<file path="src/teac_pkg.sv">
package teac_pkg;
    // register byte addresses on the first programming page
    localparam logic [11:0] CTRL_OFFSET      = 12'h020;
    localparam logic [11:0] ACK_OFFSET       = 12'h024;
    localparam logic [11:0] BYPASS_OFFSET    = 12'h044;
    localparam logic [11:0] STATUS_OFFSET    = 12'h048;

    // field positions shared by control and acknowledge words; the abort bit sits in the bypass word
    localparam int EN_BIT    = 0;
    localparam int PRIQ_BIT  = 1;
    localparam int EVTQ_BIT  = 2;
    localparam int CMDQ_BIT  = 3;
    localparam int ATS_CHECK_BIT = 4;
    localparam int WILDCARD_LSB  = 6;
    localparam int WALK_BIT  = 10;
    localparam int ABORT_BIT = 20;

    // writable masks and reset values
    localparam logic [31:0] CTRL_MASK        = 32'h0000_05DF;
    localparam logic [31:0] CTRL_RESET       = 32'h0000_0000;
    localparam logic [31:0] BYPASS_MASK      = 32'h001F_FFFF;
    localparam logic [31:0] BYPASS_RESET     = 32'h0010_0000;

    // vmid wildcard codes above this act as zero
    localparam logic [2:0]  WILDCARD_MAX     = 3'h4;

    // minimum drain before an enable update, given in ns and converted to clock cycles
    localparam int          DRAIN_TIME_NS    = 64;
    localparam int          CLK_PERIOD_NS    = 8;
    localparam logic [3:0]  DRAIN_CYCLES     = 4'(DRAIN_TIME_NS / CLK_PERIOD_NS);

    localparam logic [1:0]  RESP_OKAY        = 2'h0;
    localparam logic [1:0]  RESP_SLVERR      = 2'h2;

    // transaction disposition
    typedef enum logic [1:0] {
        TEAC_TRANSLATE,
        TEAC_BYPASS,
        TEAC_ABORT
    } teac_route_e;

    typedef enum logic [1:0] {
        TEAC_IDLE,
        TEAC_DRAIN,
        TEAC_ACK
    } teac_state_e;

    // stall tag release event
    typedef struct packed {
        logic       valid;
        logic [7:0] tag;
    } teac_tag_s;
endpackage : teac_pkg

</file>
<file path="src/teac_ctrl.sv">
// Overview of operation
// - enable off and abort bit clear: pass transactions untranslated with bypass attributes.
// - enable off and abort bit set: abort every matching transaction.
// - secure and non-secure enables never affect each other's traffic.
// - enable off: answer ATS translation requests with unsupported request.
// - enable off: ignore ATC invalidate and PRI response, drop page requests.
// - enable off: abort ATS translated transactions.
// - enable off: no stream table reads, stream table config ignored.
// - enable off: no cache inserts, invalidations still allowed.
// - enable off: prefetch commands fetch nothing and fill nothing.
// - enable off: no hardware table update, no speculative access flag.
// - enable off: no translation events, no software translation operations.
// - enable off: commands and events follow only their own queue enables.
// - enable on acknowledged: secondary control applied, table routing, run flags clear.
// - disable acknowledged: stalls marked for abort, no new stalls.
// - each stall hit by disable releases its stall tag.
// - disable waits for translation operations to finish or fail with internal error.
// - disable acknowledged: page request enable off, new traffic bypasses.
// - each transaction sees one enable value only.
// - ordering kept; after acknowledge all new traffic uses new value.
// - enable change does not force cache invalidation.
// - acknowledge bit 10 reports walk enable when implemented, else zero.
// - wildcard code 0 to 4 ignores that many low VMID bits on invalidation.
// - ats check bit 4: 0 fast pass, 1 check stream ats permission.
// - fields mirror into acknowledge once their update completes.
// - acknowledge register decoded at byte offset 0x0024.
`timescale 1ns/1ns
`default_nettype none
module teac_ctrl #(
    parameter bit WALK_IMPL = 1'b1
) (
    input  wire logic              CLK,
    input  wire logic              SYS_RST,
    // axi4-lite slave
    input  wire logic [11:0]       S_AXI_AWADDR,
    input  wire logic              S_AXI_AWVALID,
    output logic                   S_AXI_AWREADY,
    input  wire logic [31:0]       S_AXI_WDATA,
    input  wire logic [3:0]        S_AXI_WSTRB,
    input  wire logic              S_AXI_WVALID,
    output logic                   S_AXI_WREADY,
    output logic [1:0]             S_AXI_BRESP,
    output logic                   S_AXI_BVALID,
    input  wire logic              S_AXI_BREADY,
    input  wire logic [11:0]       S_AXI_ARADDR,
    input  wire logic              S_AXI_ARVALID,
    output logic                   S_AXI_ARREADY,
    output logic [31:0]            S_AXI_RDATA,
    output logic [1:0]             S_AXI_RRESP,
    output logic                   S_AXI_RVALID,
    input  wire logic              S_AXI_RREADY,
    // transaction entry from upstream, non-secure streams
    input  wire logic              TXN_VALID,
    input  wire logic              TXN_ATS_TRANSLATED,
    output teac_pkg::teac_route_e  TXN_ROUTE,
    output logic [19:0]            TXN_BYPASS_ATTR,
    input  wire logic              ATS_REQ_VALID,
    output logic                   ATS_REQ_UNSUPPORTED,
    input  wire logic              PAGE_REQ_VALID,
    output logic                   PAGE_REQ_DISCARD,
    // engine permissions and status
    output logic                   STREAM_TABLE_ENABLE,
    output logic                   CACHE_FILL_ENABLE,
    output logic                   HW_TABLE_UPDATE_ENABLE,
    output logic                   TRANSLATION_EVENT_ENABLE,
    output logic                   ATS_CMD_ENABLE,
    output logic                   STALL_ENABLE,
    output logic                   STALL_ABORT_ALL,
    output logic                   COMMAND_QUEUE_ENABLE,
    output logic                   EVENT_QUEUE_ENABLE,
    output logic                   PAGE_REQUEST_QUEUE_ENABLE,
    output logic                   TRANSLATION_OPERATION_ENABLE,
    output logic                   TRANSLATION_OPERATION_ABORT,
    input  wire logic              TRANSLATION_OPERATION_BUSY,
    input  wire logic              ENGINE_IDLE,
    input  wire teac_pkg::teac_tag_s STALL_TAG_IN,
    output teac_pkg::teac_tag_s    STALL_TAG_RELEASE,
    output logic [2:0]             VMID_WILDCARD_BITS,
    output logic                   ATS_CHECK_MODE,
    output logic                   WALK_ENABLE
);
    logic [31:0] ctrl;
    logic [31:0] ack;
    logic [31:0] bypass;
    logic        en_eff;
    teac_pkg::teac_state_e state;
    logic [3:0]  drain_cnt;
    logic        aw_held;
    logic        w_held;
    logic [11:0] aw_addr;
    logic [31:0] w_data;
    logic [3:0]  w_strb;
    logic        wr_fire;

    // byte-lane merge of a write into a register word
    function automatic logic [31:0] merge(input logic [31:0] old, input logic [31:0] data,
                                          input logic [3:0] strb, input logic [31:0] mask);
        logic [31:0] res;
        res = old;
        for (int i = 0; i < 4; i++) begin
            if (strb[i]) begin
                res[i*8 +: 8] = data[i*8 +: 8];
            end
        end
        return res & mask;
    endfunction : merge

    // ---- write channel: address and data taken in either order
    assign S_AXI_AWREADY = !aw_held && !S_AXI_BVALID;
    assign S_AXI_WREADY  = !w_held && !S_AXI_BVALID;
    assign wr_fire = aw_held && w_held;

    always_ff @(posedge CLK) begin
        if (SYS_RST) begin
            aw_held <= 1'b0;
            aw_addr <= 12'h000;
        end else if (S_AXI_AWVALID && S_AXI_AWREADY) begin
            aw_held <= 1'b1;
            aw_addr <= S_AXI_AWADDR;
        end else if (wr_fire) begin
            aw_held <= 1'b0;
        end
    end

    always_ff @(posedge CLK) begin
        if (SYS_RST) begin
            w_held <= 1'b0;
            w_data <= 32'h0000_0000;
            w_strb <= 4'h0;
        end else if (S_AXI_WVALID && S_AXI_WREADY) begin
            w_held <= 1'b1;
            w_data <= S_AXI_WDATA;
            w_strb <= S_AXI_WSTRB;
        end else if (wr_fire) begin
            w_held <= 1'b0;
        end
    end

    // write response; unmapped or read-only addresses answer slverr
    always_ff @(posedge CLK) begin
        if (SYS_RST) begin
            S_AXI_BVALID <= 1'b0;
            S_AXI_BRESP  <= teac_pkg::RESP_OKAY;
        end else if (wr_fire) begin
            S_AXI_BVALID <= 1'b1;
            if (aw_addr[11:2] == teac_pkg::CTRL_OFFSET[11:2]) begin
                S_AXI_BRESP <= teac_pkg::RESP_OKAY;
            end else if (aw_addr[11:2] == teac_pkg::BYPASS_OFFSET[11:2]) begin
                S_AXI_BRESP <= teac_pkg::RESP_OKAY;
            end else begin
                S_AXI_BRESP <= teac_pkg::RESP_SLVERR;
            end
        end else if (S_AXI_BREADY) begin
            S_AXI_BVALID <= 1'b0;
        end
    end

    // software control words; ack is never written by the bus
    always_ff @(posedge CLK) begin
        if (SYS_RST) begin
            ctrl   <= teac_pkg::CTRL_RESET;
            bypass <= teac_pkg::BYPASS_RESET;
        end else if (wr_fire) begin
            if (aw_addr[11:2] == teac_pkg::CTRL_OFFSET[11:2]) begin
                ctrl <= merge(ctrl, w_data, w_strb, teac_pkg::CTRL_MASK);
            end else if (aw_addr[11:2] == teac_pkg::BYPASS_OFFSET[11:2]) begin
                bypass <= merge(bypass, w_data, w_strb, teac_pkg::BYPASS_MASK);
            end
        end
    end

    // ---- read channel
    assign S_AXI_ARREADY = !S_AXI_RVALID;

    always_ff @(posedge CLK) begin
        if (SYS_RST) begin
            S_AXI_RVALID <= 1'b0;
            S_AXI_RDATA  <= 32'h0000_0000;
            S_AXI_RRESP  <= teac_pkg::RESP_OKAY;
        end else if (S_AXI_ARVALID && S_AXI_ARREADY) begin
            S_AXI_RVALID <= 1'b1;
            S_AXI_RRESP  <= teac_pkg::RESP_OKAY;
            if (S_AXI_ARADDR[11:2] == teac_pkg::CTRL_OFFSET[11:2]) begin
                S_AXI_RDATA <= ctrl;
            end else if (S_AXI_ARADDR[11:2] == teac_pkg::ACK_OFFSET[11:2]) begin
                S_AXI_RDATA <= ack;
            end else if (S_AXI_ARADDR[11:2] == teac_pkg::BYPASS_OFFSET[11:2]) begin
                S_AXI_RDATA <= bypass;
            end else if (S_AXI_ARADDR[11:2] == teac_pkg::STATUS_OFFSET[11:2]) begin
                S_AXI_RDATA <= {30'h0000_0000, state == teac_pkg::TEAC_DRAIN, en_eff};
            end else begin
                S_AXI_RDATA <= 32'h0000_0000;
                S_AXI_RRESP <= teac_pkg::RESP_SLVERR;
            end
        end else if (S_AXI_RREADY) begin
            S_AXI_RVALID <= 1'b0;
        end
    end

    // ---- enable update sequencer
    // a disable must drain stalls and translation operations before the ack; enable waits for
    // the fixed drain so secondary control settings are in place
    always_ff @(posedge CLK) begin
        if (SYS_RST) begin
            state     <= teac_pkg::TEAC_IDLE;
            drain_cnt <= 4'h0;
            en_eff    <= 1'b0;
        end else begin
            case (state)
                teac_pkg::TEAC_IDLE: begin
                    if (ctrl[teac_pkg::EN_BIT] != ack[teac_pkg::EN_BIT]) begin
                        state     <= teac_pkg::TEAC_DRAIN;
                        drain_cnt <= teac_pkg::DRAIN_CYCLES;
                    end
                end
                teac_pkg::TEAC_DRAIN: begin
                    if (drain_cnt != 4'h0) begin
                        drain_cnt <= drain_cnt - 4'h1;
                    end else if (ENGINE_IDLE && !TRANSLATION_OPERATION_BUSY) begin
                        // switch point: every later arrival sees the new value
                        en_eff <= ack[teac_pkg::EN_BIT] ^ 1'b1;
                        state  <= teac_pkg::TEAC_ACK;
                    end
                end
                teac_pkg::TEAC_ACK: begin
                    state <= teac_pkg::TEAC_IDLE;
                end
                default: begin
                    state <= teac_pkg::TEAC_IDLE;
                end
            endcase
        end
    end

    // acknowledge mirror; other fields update one cycle after writing
    always_ff @(posedge CLK) begin
        if (SYS_RST) begin
            ack <= 32'h0000_0000;
        end else begin
            ack[teac_pkg::PRIQ_BIT]   <= ctrl[teac_pkg::PRIQ_BIT];
            ack[teac_pkg::EVTQ_BIT]   <= ctrl[teac_pkg::EVTQ_BIT];
            ack[teac_pkg::CMDQ_BIT]   <= ctrl[teac_pkg::CMDQ_BIT];
            ack[teac_pkg::ATS_CHECK_BIT] <= ctrl[teac_pkg::ATS_CHECK_BIT];
            ack[teac_pkg::WILDCARD_LSB +: 3] <= ctrl[teac_pkg::WILDCARD_LSB +: 3];
            ack[teac_pkg::WALK_BIT]   <= WALK_IMPL & ctrl[teac_pkg::WALK_BIT];
            if (state == teac_pkg::TEAC_ACK) begin
                ack[teac_pkg::EN_BIT] <= en_eff;
            end
        end
    end

    // transaction routing from the one effective value, non-secure only
    always_comb begin
        TXN_ROUTE = teac_pkg::TEAC_TRANSLATE;
        if (!en_eff) begin
            if (bypass[teac_pkg::ABORT_BIT] || TXN_ATS_TRANSLATED) begin
                TXN_ROUTE = teac_pkg::TEAC_ABORT;
            end else begin
                TXN_ROUTE = teac_pkg::TEAC_BYPASS;
            end
        end
    end

    // bypass attributes, registered
    always_ff @(posedge CLK) begin
        if (SYS_RST) begin
            TXN_BYPASS_ATTR <= 20'h00000;
        end else begin
            TXN_BYPASS_ATTR <= bypass[19:0];
        end
    end

    // ats and page request interface shut while off
    assign ATS_REQ_UNSUPPORTED       = ATS_REQ_VALID && !en_eff;
    assign PAGE_REQ_DISCARD          = PAGE_REQ_VALID && !en_eff;
    assign ATS_CMD_ENABLE            = en_eff;
    assign PAGE_REQUEST_QUEUE_ENABLE = en_eff && ack[teac_pkg::PRIQ_BIT];

    // walk, cache and update permissions; invalidation is never gated
    assign STREAM_TABLE_ENABLE      = en_eff;
    assign CACHE_FILL_ENABLE        = en_eff;
    assign HW_TABLE_UPDATE_ENABLE   = en_eff;
    assign TRANSLATION_EVENT_ENABLE = en_eff;
    assign TRANSLATION_OPERATION_ENABLE = en_eff && state == teac_pkg::TEAC_IDLE;
    assign TRANSLATION_OPERATION_ABORT  = state == teac_pkg::TEAC_DRAIN && ack[teac_pkg::EN_BIT];

    // queues follow only their own enables
    assign COMMAND_QUEUE_ENABLE = ack[teac_pkg::CMDQ_BIT];
    assign EVENT_QUEUE_ENABLE   = ack[teac_pkg::EVTQ_BIT];

    // stalls: none while off or draining to off
    assign STALL_ENABLE    = en_eff && !(state != teac_pkg::TEAC_IDLE && ack[teac_pkg::EN_BIT]);
    assign STALL_ABORT_ALL = !STALL_ENABLE;

    // tag of each aborted stall goes back to the free pool
    always_ff @(posedge CLK) begin
        if (SYS_RST) begin
            STALL_TAG_RELEASE <= '0;
        end else begin
            STALL_TAG_RELEASE.valid <= STALL_TAG_IN.valid && STALL_ABORT_ALL;
            STALL_TAG_RELEASE.tag   <= STALL_TAG_IN.tag;
        end
    end

    // reserved wildcard codes act as exact match; lookups ignore this
    assign VMID_WILDCARD_BITS = (ack[teac_pkg::WILDCARD_LSB +: 3] > teac_pkg::WILDCARD_MAX) ? 3'h0
                                : ack[teac_pkg::WILDCARD_LSB +: 3];
    assign ATS_CHECK_MODE = ack[teac_pkg::ATS_CHECK_BIT];
    assign WALK_ENABLE    = ack[teac_pkg::WALK_BIT];
endmodule : teac_ctrl
`default_nettype wire

</file>
<file path="config.mk">
export PLATFORM = sky130hd
export DESIGN_NAME = teac_ctrl
export DESIGN_NICKNAME = d
export VERILOG_FILES = /design/src/teac_pkg.sv /design/src/teac_ctrl.sv
export SDC_FILE = /design/constraint.sdc
export NUM_CORES = 1
export LEC_CHECK = 0
export BUFFER_PORTS_ARGS = -buffer_cell sky130_fd_sc_hd__buf_2
export CORE_MARGIN = 1
export CORE_UTILIZATION = 50
export CTS_CLUSTER_DIAMETER = 200
export DETAILED_ROUTE_END_ITERATION = 6
export PLACE_DENSITY = 0.8
export SYNTH_ARGS = -nofsm -noshare
export SYNTH_HDL_FRONTEND = slang
export SYNTH_SLANG_ARGS = --single-unit
</file>
<file path="constraint.sdc">
create_clock -name CLK -period 1.9 [get_ports CLK]
set_clock_uncertainty 0.2 [all_clocks]
set_input_delay 0.38 -clock CLK [delete_from_list [all_inputs] [get_ports CLK]]
set_output_delay 0.38 -clock CLK [all_outputs]
set_load 0.01 [all_outputs]
</file>
==> impl_metrics.sql, run 1 <==
INSERT INTO impl_metrics (metric_group, metric, value, unit) VALUES
('outcome', 'outcome', 'completed', ''),
('worst_hold_path', 'hold_class', 'input port to flip-flop', ''),
('worst_setup_path', 'worst-r2r-setup-slack', '0.11', 'ns'),
('global_routing', 'grt_busiest_layer', 'met2', ''),
('pwr', 'internal_power', '4.79', 'mW'),
('layout', 'final_cell_count_no_fill', '883', ''),
('timing', 'slew_violations', '0', ''),
('global_routing', 'antenna_violations_before_repair', '0', ''),
('clock_network', 'cts_buffers', '17', ''),
('worst_setup_path', 'setup.worst_path.end_class', 'output pin', ''),
('worst_setup_path', 'worstRegToRegCells', '3', ''),
('logic_synthesis', 'synth_flop_cell', 'sky130_fd_sc_hd__dfxtp_1', ''),
('logic_synthesis', 'synth_area_leaders', 'sky130_fd_sc_hd__dfxtp_1 53%, sky130_fd_sc_hd__nand2_1 6.2%, sky130_fd_sc_hd__mux2i_1 5.7%, sky130_fd_sc_hd__nor2b_1 5.5%, sky130_fd_sc_hd__a21oi_1 4.9%', ''),
('timing', 'min_period_over_period', '0.985', ''),
('drt', 'route.detailed.wl_per_inst', '14.6', 'um'),
('layout', 'diodes_inserted', '0', ''),
('logic_synthesis', 'synth_largest_type_area_fraction', '0.532', ''),
('layout', 'finalNetCount', '820', ''),
('floorplanning', 'io_pins', '173', ''),
('logic_synthesis', 'yosys.cell_types.count', '46', ''),
('logic_synthesis', 'post_synth_inst_count', '548', ''),
('clock_network', 'clock_tree.htree_level_count', '4', ''),
('clock_network', 'clk_latency', '0.51', 'ns'),
('timing', 'timing.fmax', '534', 'MHz'),
('worst_hold_path', 'min_path_cells', '3', ''),
('timing', 'timing_worst_slew_pin_value', '0.629', 'ns'),
('worst_setup_path', 'worst_ep_required_time', '1.32', 'ns'),
('timing', 'setup-violations-final', '0', ''),
('clock_network', 'worst_setup_hold_path_clk_slew', '0.06', 'ns'),
('drt', 'detail_route.vias_per_cell', '5.07', ''),
('clock_network', 'clkSinkCount', '136', ''),
('clock_network', 'ctsRootBufferMaster', 'sky130_fd_sc_hd__clkbuf_8', ''),
('floorplanning', 'rows', '36', ''),
('worst_setup_path', 'critical_path_class', 'flip-flop to output pin', ''),
('pwr', 'p_total', '6.44', 'mW'),
('global_routing', 'grt_start_max_net_pins', '72', ''),
('floorplanning', 'initial_core_util', '0.519', ''),
('logic_synthesis', 'postSynth.asyncResetShare', '0', ''),
('drt', 'route.final.wire_length', '12900', 'um'),
('global_routing', 'grt_pass1_vias', '4217', ''),
('pwr', 'switching_share', '0.256', ''),
('pwr', 'largest_voltage_drop_on_the_vdd_net', '0.564', 'mV'),
('drt', 'detail_route.drc_violations', '0', ''),
('drt', 'drt.antenna.violating_nets', '0', ''),
('placed_design', 'port_buffers', '142', ''),
('drt', 'vias_after_detailed_routing', '4480', ''),
('worst_setup_path', 'critical_path_peak_fanout', '6', ''),
('floorplanning', 'fp.dieH', '103', 'um'),
('drt', 'initialDrtViolationCount', '158', ''),
('logic_synthesis', 'synth.largest_area_cell', 'sky130_fd_sc_hd__dfxtp_1', ''),
('pwr', 'share_comb_of_total_power', '0.076', ''),
('layout', 'layout.cells.most_common_list', '140 x sky130_fd_sc_hd__buf_2, 132 x sky130_fd_sc_hd__dfxtp_1, 83 x sky130_fd_sc_hd__nand2_1, 50 x sky130_fd_sc_hd__a21oi_1, 48 x sky130_fd_sc_hd__dlygate4sd3_1', ''),
('placed_design', 'post-place-cells', '800', ''),
('placed_design', 'routability_congestion_estimate', '0.856', ''),
('run', 'max_cap_viol_count', '0', ''),
('global_routing', 'grtUsageTotal', '0.244', ''),
('logic_synthesis', 'syn_area_per_cell', '9.34', 'um^2'),
('worst_hold_path', 'min_from', 'S_AXI_ARADDR[10]', ''),
('floorplanning', 'die_width', '103', 'um'),
('worst_setup_path', 'startpoint_type', 'flip-flop', ''),
('pwr', 'power_per_cell_area', '914', 'mW/mm^2'),
('timing', 'worst_slew_margin_rel', '0.580', ''),
('timing', 'hold_viol_final', '0', ''),
('clock_network', 'cts_buffer_depth', '2', ''),
('worst_setup_path', 'worstPathArrival', '1.29', 'ns'),
('global_routing', 'grt_util_met2', '0.442', ''),
('floorplanning', 'full_die_area', '0.0106', 'mm^2'),
('clock_network', 'tritoncts', 'built', ''),
('global_routing', 'globalRouteMet1Util', '0.279', ''),
('global_routing', 'gr-total-overflow', '0', ''),
('timing', 'setup_repair_after_global_routing_missed_its_margin', 'true', '');
Yosys cell counts, types with 2 or more instances:
library cell / n
sky130_fd_sc_hd__dfxtp_1: 136
sky130_fd_sc_hd__nand2_1: 84
sky130_fd_sc_hd__a21oi_1: 50
sky130_fd_sc_hd__nor2_1: 47
sky130_fd_sc_hd__nor2b_1: 45
sky130_fd_sc_hd__mux2i_1: 29
sky130_fd_sc_hd__clkbuf_1: 25
sky130_fd_sc_hd__a22o_1: 19
sky130_fd_sc_hd__buf_4: 17
sky130_fd_sc_hd__nand2b_1: 12
sky130_fd_sc_hd__inv_1: 8
sky130_fd_sc_hd__o21ai_0: 7
sky130_fd_sc_hd__buf_2: 6
sky130_fd_sc_hd__o2111ai_1: 6
sky130_fd_sc_hd__nor3_1: 5
sky130_fd_sc_hd__nor3b_1: 5
sky130_fd_sc_hd__and2_1: 4
sky130_fd_sc_hd__nand4_2: 4
sky130_fd_sc_hd__a211oi_1: 3
sky130_fd_sc_hd__and3b_1: 3
sky130_fd_sc_hd__nand3b_1: 3
sky130_fd_sc_hd__and4bb_2: 2
sky130_fd_sc_hd__nor4b_1: 2
sky130_fd_sc_hd__o21bai_1: 2
sky130_fd_sc_hd__o22ai_1: 2
sky130_fd_sc_hd__or4_1: 2
cell families (layout without fill, tap and decap cells):
group                      count (synthesis)  in the layout  share of synthesized area
and+or+nand+nor                          226            226                      0.230
muxes                                     29             29                     0.0567
xor gates and xnor gates                   1              1                    0.00171
AOI/OAI and AO/OA                         97             97                      0.121
DFF                                      136            136                      0.532
adders and majority gates                  1              1                    0.00244
buffers and inverters                     57            247                     0.0557
other                                      1             13                   0.000732
critical path, cell delays in order, from the launching register on:
cell and delay, ns:
sky130_fd_sc_hd__dfxtp_4 0.37, sky130_fd_sc_hd__o21ai_4 0.16, sky130_fd_sc_hd__nand2_2 0.08, sky130_fd_sc_hd__inv_2 0.08, sky130_fd_sc_hd__buf_6 0.10
power groups by stage:
stage	Combinational, mW	Sequential (mW)	Clock, mW
6_report	0.490	2.96	2.98
5_1_grt	0.538	2.97	3.16
4_1_cts	0.479	2.96	3.03
3_5_place_dp	0.397	3.03	0
3_3_place_gp	0.387	3.02	0
2_1_floorplan	0.254	3.03	0
registers in the layout (all words and copies together), names as in the netlist, 4 cells and up:
register	cells
S_AXI_RDATA	21
bypass	21
w_data	21
TXN_BYPASS_ATTR	20
aw_addr	10
STALL_TAG_RELEASE	9
ack	9
ctrl	9
drain_cnt	4
worst max-delay path by stage:
stage                   from                     endpoint  slack [ns]
3_3_place_gp   S_AXI_ARVALID              S_AXI_RDATA[16]       -0.01
5_1_grt             state[0]                 STALL_ENABLE      -0.003
6_report            state[0]                 STALL_ENABLE        0.03
3_5_place_dp   S_AXI_ARVALID              S_AXI_RDATA[11]       -0.04
4_1_cts             state[1]  TRANSLATION_OPERATION_ABORT       -0.02
2_1_floorplan     aw_addr[9]                    bypass[0]        0.21
layer usage:
layer / wire, um / share of wire
met1: 5300 / 0.41
met4: 258 / 0.020
met3: 461 / 0.036
met5: 0 / 0
met2: 6890 / 0.53
what timing repair did:
item                                    CTS  global route
setup buffers                             2             1
pin swaps                                 0             4
resized for setup                         7            18
endpoints found under the setup margin   14            32
hold endpoints to repair                 46             0
hold buffers                             48             0
stage by stage:
step / hold slack (ns) / area (um^2) / worst slack (ns) / util
final: 0.0453 / 7040 / 0.0284 / 0.714
after floorplan: 0.231 / 5160 / 0.210 / -
after CTS: 0.0236 / 6960 / -0.0223 / 0.706
after detailed placement: 0.245 / 5910 / -0.0389 / 0.599
after global routing: 0.0384 / 7040 / -0.00277 / 0.714
after global placement: 0.238 / 5910 / -0.0128 / 0.599
area by class of cell:
type                            count  area, um^2
Clock buffer                       17         414
Clock inverter                     15         130
Fill cell                         724        2830
Inverter                            8        30.0
Multi-Input combinational cell    367        2210
Sequential cell                   136        2740
Tap cell                          133         166
Timing Repair Buffer              207        1350
(Power assumes the default switching activity.)
==> inputs of run 2 (changes only) <==
CORE_MARGIN = 1.5   (was 1)
==> impl_metrics.sql, run 2 (same netlist as run 1, synthesis figures left out) <==
INSERT INTO impl_metrics (metric_group, metric, value, unit) VALUES
('layout', 'seq_area', '0.00274', 'mm^2'),
('clock_network', 'tritoncts', 'built', ''),
('pwr', 'share_comb_of_total_power', '0.077', ''),
('worst_setup_path', 'critical_path_class', 'flip-flop to output pin', ''),
('floorplanning', 'full_die_area', '0.0109', 'mm^2'),
('worst_setup_path', 'setup.worst_path.end_class', 'output pin', ''),
('placed_design', 'place_ws', '-0.0165', 'ns'),
('floorplanning', 'initial_core_util', '0.519', ''),
('pwr', 'power_per_cell_area', '951', 'mW/mm^2'),
('clock_network', 'ctsRootBufferMaster', 'sky130_fd_sc_hd__clkbuf_8', ''),
('timing', 'timing.fmax', '530', 'MHz'),
('worst_setup_path', 'startpoint_type', 'flip-flop', ''),
('pwr', 'switching_share', '0.219', ''),
('timing', 'slew_violations', '0', ''),
('floorplanning', 'fp.dieH', '104', 'um'),
('placed_design', 'routability_congestion_estimate', '0.844', ''),
('layout', 'diodes_inserted', '0', ''),
('pwr', 'p_total', '6.87', 'mW'),
('placed_design', 'port_buffers', '142', ''),
('layout', 'layout.cells.most_common_list', '141 x sky130_fd_sc_hd__buf_2, 132 x sky130_fd_sc_hd__dfxtp_1, 83 x sky130_fd_sc_hd__nand2_1, 58 x sky130_fd_sc_hd__dlygate4sd3_1, 50 x sky130_fd_sc_hd__a21oi_1', ''),
('clock_network', 'clk_latency', '0.51', 'ns'),
('global_routing', 'grt_pass1_vias', '4523', ''),
('drt', 'route.final.wire_length', '13600', 'um'),
('pwr', 'power.sequential.fraction', '0.431', ''),
('worst_hold_path', 'min_from', 'S_AXI_ARADDR[9]', ''),
('drt', 'route.detailed.wl_per_inst', '15.2', 'um'),
('clock_network', 'cts_buffers', '17', ''),
('pwr', 'internal_power', '5.37', 'mW'),
('worst_setup_path', 'worst_ep_required_time', '1.32', 'ns'),
('floorplanning', 'die_width', '104', 'um'),
('layout', 'layout.cells.most_common', 'sky130_fd_sc_hd__buf_2', ''),
('timing', 'hold_viol_final', '0', ''),
('drt', 'drt.antenna.violating_nets', '0', ''),
('layout', 'largest_registers', 'S_AXI_RDATA (21), bypass (21), w_data (21)', ''),
('pwr', 'clock_network_fraction_of_design_power', '0.491', ''),
('clock_network', 'worst_setup_hold_path_clk_slew', '0.06', 'ns'),
('layout', 'finalNetCount', '832', ''),
('timing', 'setup_slack', '0.0128', 'ns'),
('worst_setup_path', 'worstPathArrival', '1.31', 'ns'),
('clock_network', 'clkSinkCount', '136', ''),
('global_routing', 'gr-total-overflow', '0', ''),
('pwr', 'lkg_pwr', '3.39', 'nW'),
('global_routing', 'first_pass_grt_wire_length', '21700', 'um'),
('drt', 'dr.pass1.iters', '4', ''),
('layout', 'multi_input_area', '0.00219', 'mm^2'),
('timing', 'setup-violations-final', '0', ''),
('worst_setup_path', 'critical_path_peak_fanout', '4', ''),
('outcome', 'outcome', 'completed', ''),
('timing', 'worst_slew_margin_rel', '0.619', ''),
('clock_network', 'cts_buffer_depth', '2', ''),
('layout', 'nFillCells', '697', ''),
('worst_hold_path', 'hold_class', 'input port to flip-flop', ''),
('floorplanning', 'rows', '36', ''),
('pwr', 'power_switching', '1.51', 'mW'),
('layout', 'syn_to_final_growth', '41.1', '%'),
('drt', 'detail_route.vias_per_cell', '5.21', ''),
('layout', 'final_cell_count_no_fill', '894', ''),
('floorplanning', 'io_pins', '173', ''),
('drt', 'initialDrtViolationCount', '233', ''),
('placed_design', 'post-place-cells', '798', ''),
('worst_setup_path', 'worst_setup_path_startpoint', 'ATS_CMD_ENABLE', ''),
('timing', 'setup-tns-final', '0', 'ns'),
('worst_setup_path', 'critical_path.reg2reg.startpoint', 'w_held', ''),
('global_routing', 'grtUsageTotal', '0.248', ''),
('pwr', 'largest_voltage_drop_on_the_vdd_net', '0.582', 'mV'),
('global_routing', 'antenna_violations_before_repair', '0', ''),
('layout', 'layout_cell_share_with_drive_strength_beyond_1', '0.283', ''),
('placed_design', 'detailedPlacementHpwl', '8100', 'um'),
('drt', 'detail_route.drc_violations', '0', ''),
('global_routing', 'grt_start_max_net_pins', '109', ''),
('clock_network', 'clock_tree.htree_level_count', '4', ''),
('floorplanning', 'core_region_area', '0.00986', 'mm^2'),
('timing', 'min_period_over_period', '0.993', ''),
('drt', 'vias_after_detailed_routing', '4658', ''),
('timing', 'min_period', '1.89', 'ns'),
('run', 'max_cap_viol_count', '0', ''),
('timing', 'timing_worst_slew_pin_value', '0.571', 'ns');
==> run 2: through the flow <==
| step | area, um^2 | hold slack (ns) | util |
|---|---|---|---|
| 5_1_grt | 7220 | 0.0600 | 0.732 |
| 3_5_place_dp | 5900 | 0.245 | 0.599 |
| 4_1_cts | 7140 | 0.00205 | 0.724 |
| 3_3_place_gp | 5900 | 0.240 | 0.599 |
| 6_report | 7220 | 0.0186 | 0.732 |
| 2_1_floorplan | 5160 | 0.231 | - |
==> run 2: power by group through the flow <==
stage	clock network (mW)	logic, mW	registers (mW)
2_1_floorplan	0	0.254	3.03
3_3_place_gp	0	0.387	3.02
3_5_place_dp	0	0.398	3.03
4_1_cts	3.41	0.496	2.96
5_1_grt	3.55	0.578	2.97
6_report	3.38	0.532	2.96
==> run 2: final cells by class <==
cell class	count	share of cell area
repair buffers	219	0.205
flip-flops and latches	136	0.379
multi-input cells	367	0.303
clock buffers	20	0.0617
inverters	8	0.00416
well taps	133	0.0230
clock inverters	11	0.0237
==> run 2: path summary, 6_finish.rpt <==
| check | endpoint | slack [ns] | cells past startpoint |
|---|---|---|---|
| max | STALL_ENABLE | 0.01 | 4 |
| min | S_AXI_RRESP[1] | 0.02 | 3 |
| max reg2reg | w_data[2] | 0.08 | 6 |
| min reg2reg | S_AXI_RDATA[6] | 0.25 | 2 |
==> run 2: critical path: stages, from the launching register on <==
cell and delay [ns]:
sky130_fd_sc_hd__dfxtp_4 0.36, sky130_fd_sc_hd__buf_4 0.15, sky130_fd_sc_hd__nand2_2 0.09, sky130_fd_sc_hd__inv_2 0.06, sky130_fd_sc_hd__buf_2 0.13
==> run 2: metal layers <==
metal	global-route usage	share of wire	routed length [um]	up-vias
met5	0	0	0	-
met4	0.124	0.034	456	0
met3	0.0576	0.049	667	42
met2	0.443	0.52	7090	166
met1	0.276	0.39	5340	2218
li1	-	-	-	2232
==> run 2: repair_timing <==
item | in CTS | in global routing
pin swaps | 0 | 5
cloned | 0 | 1
gates resized for setup | 9 | 12
setup buffers | 2 | 4
setup endpoints to repair | 14 | 29
hold buffers | 58 | 0
endpoints found under the hold margin | 52 | 0
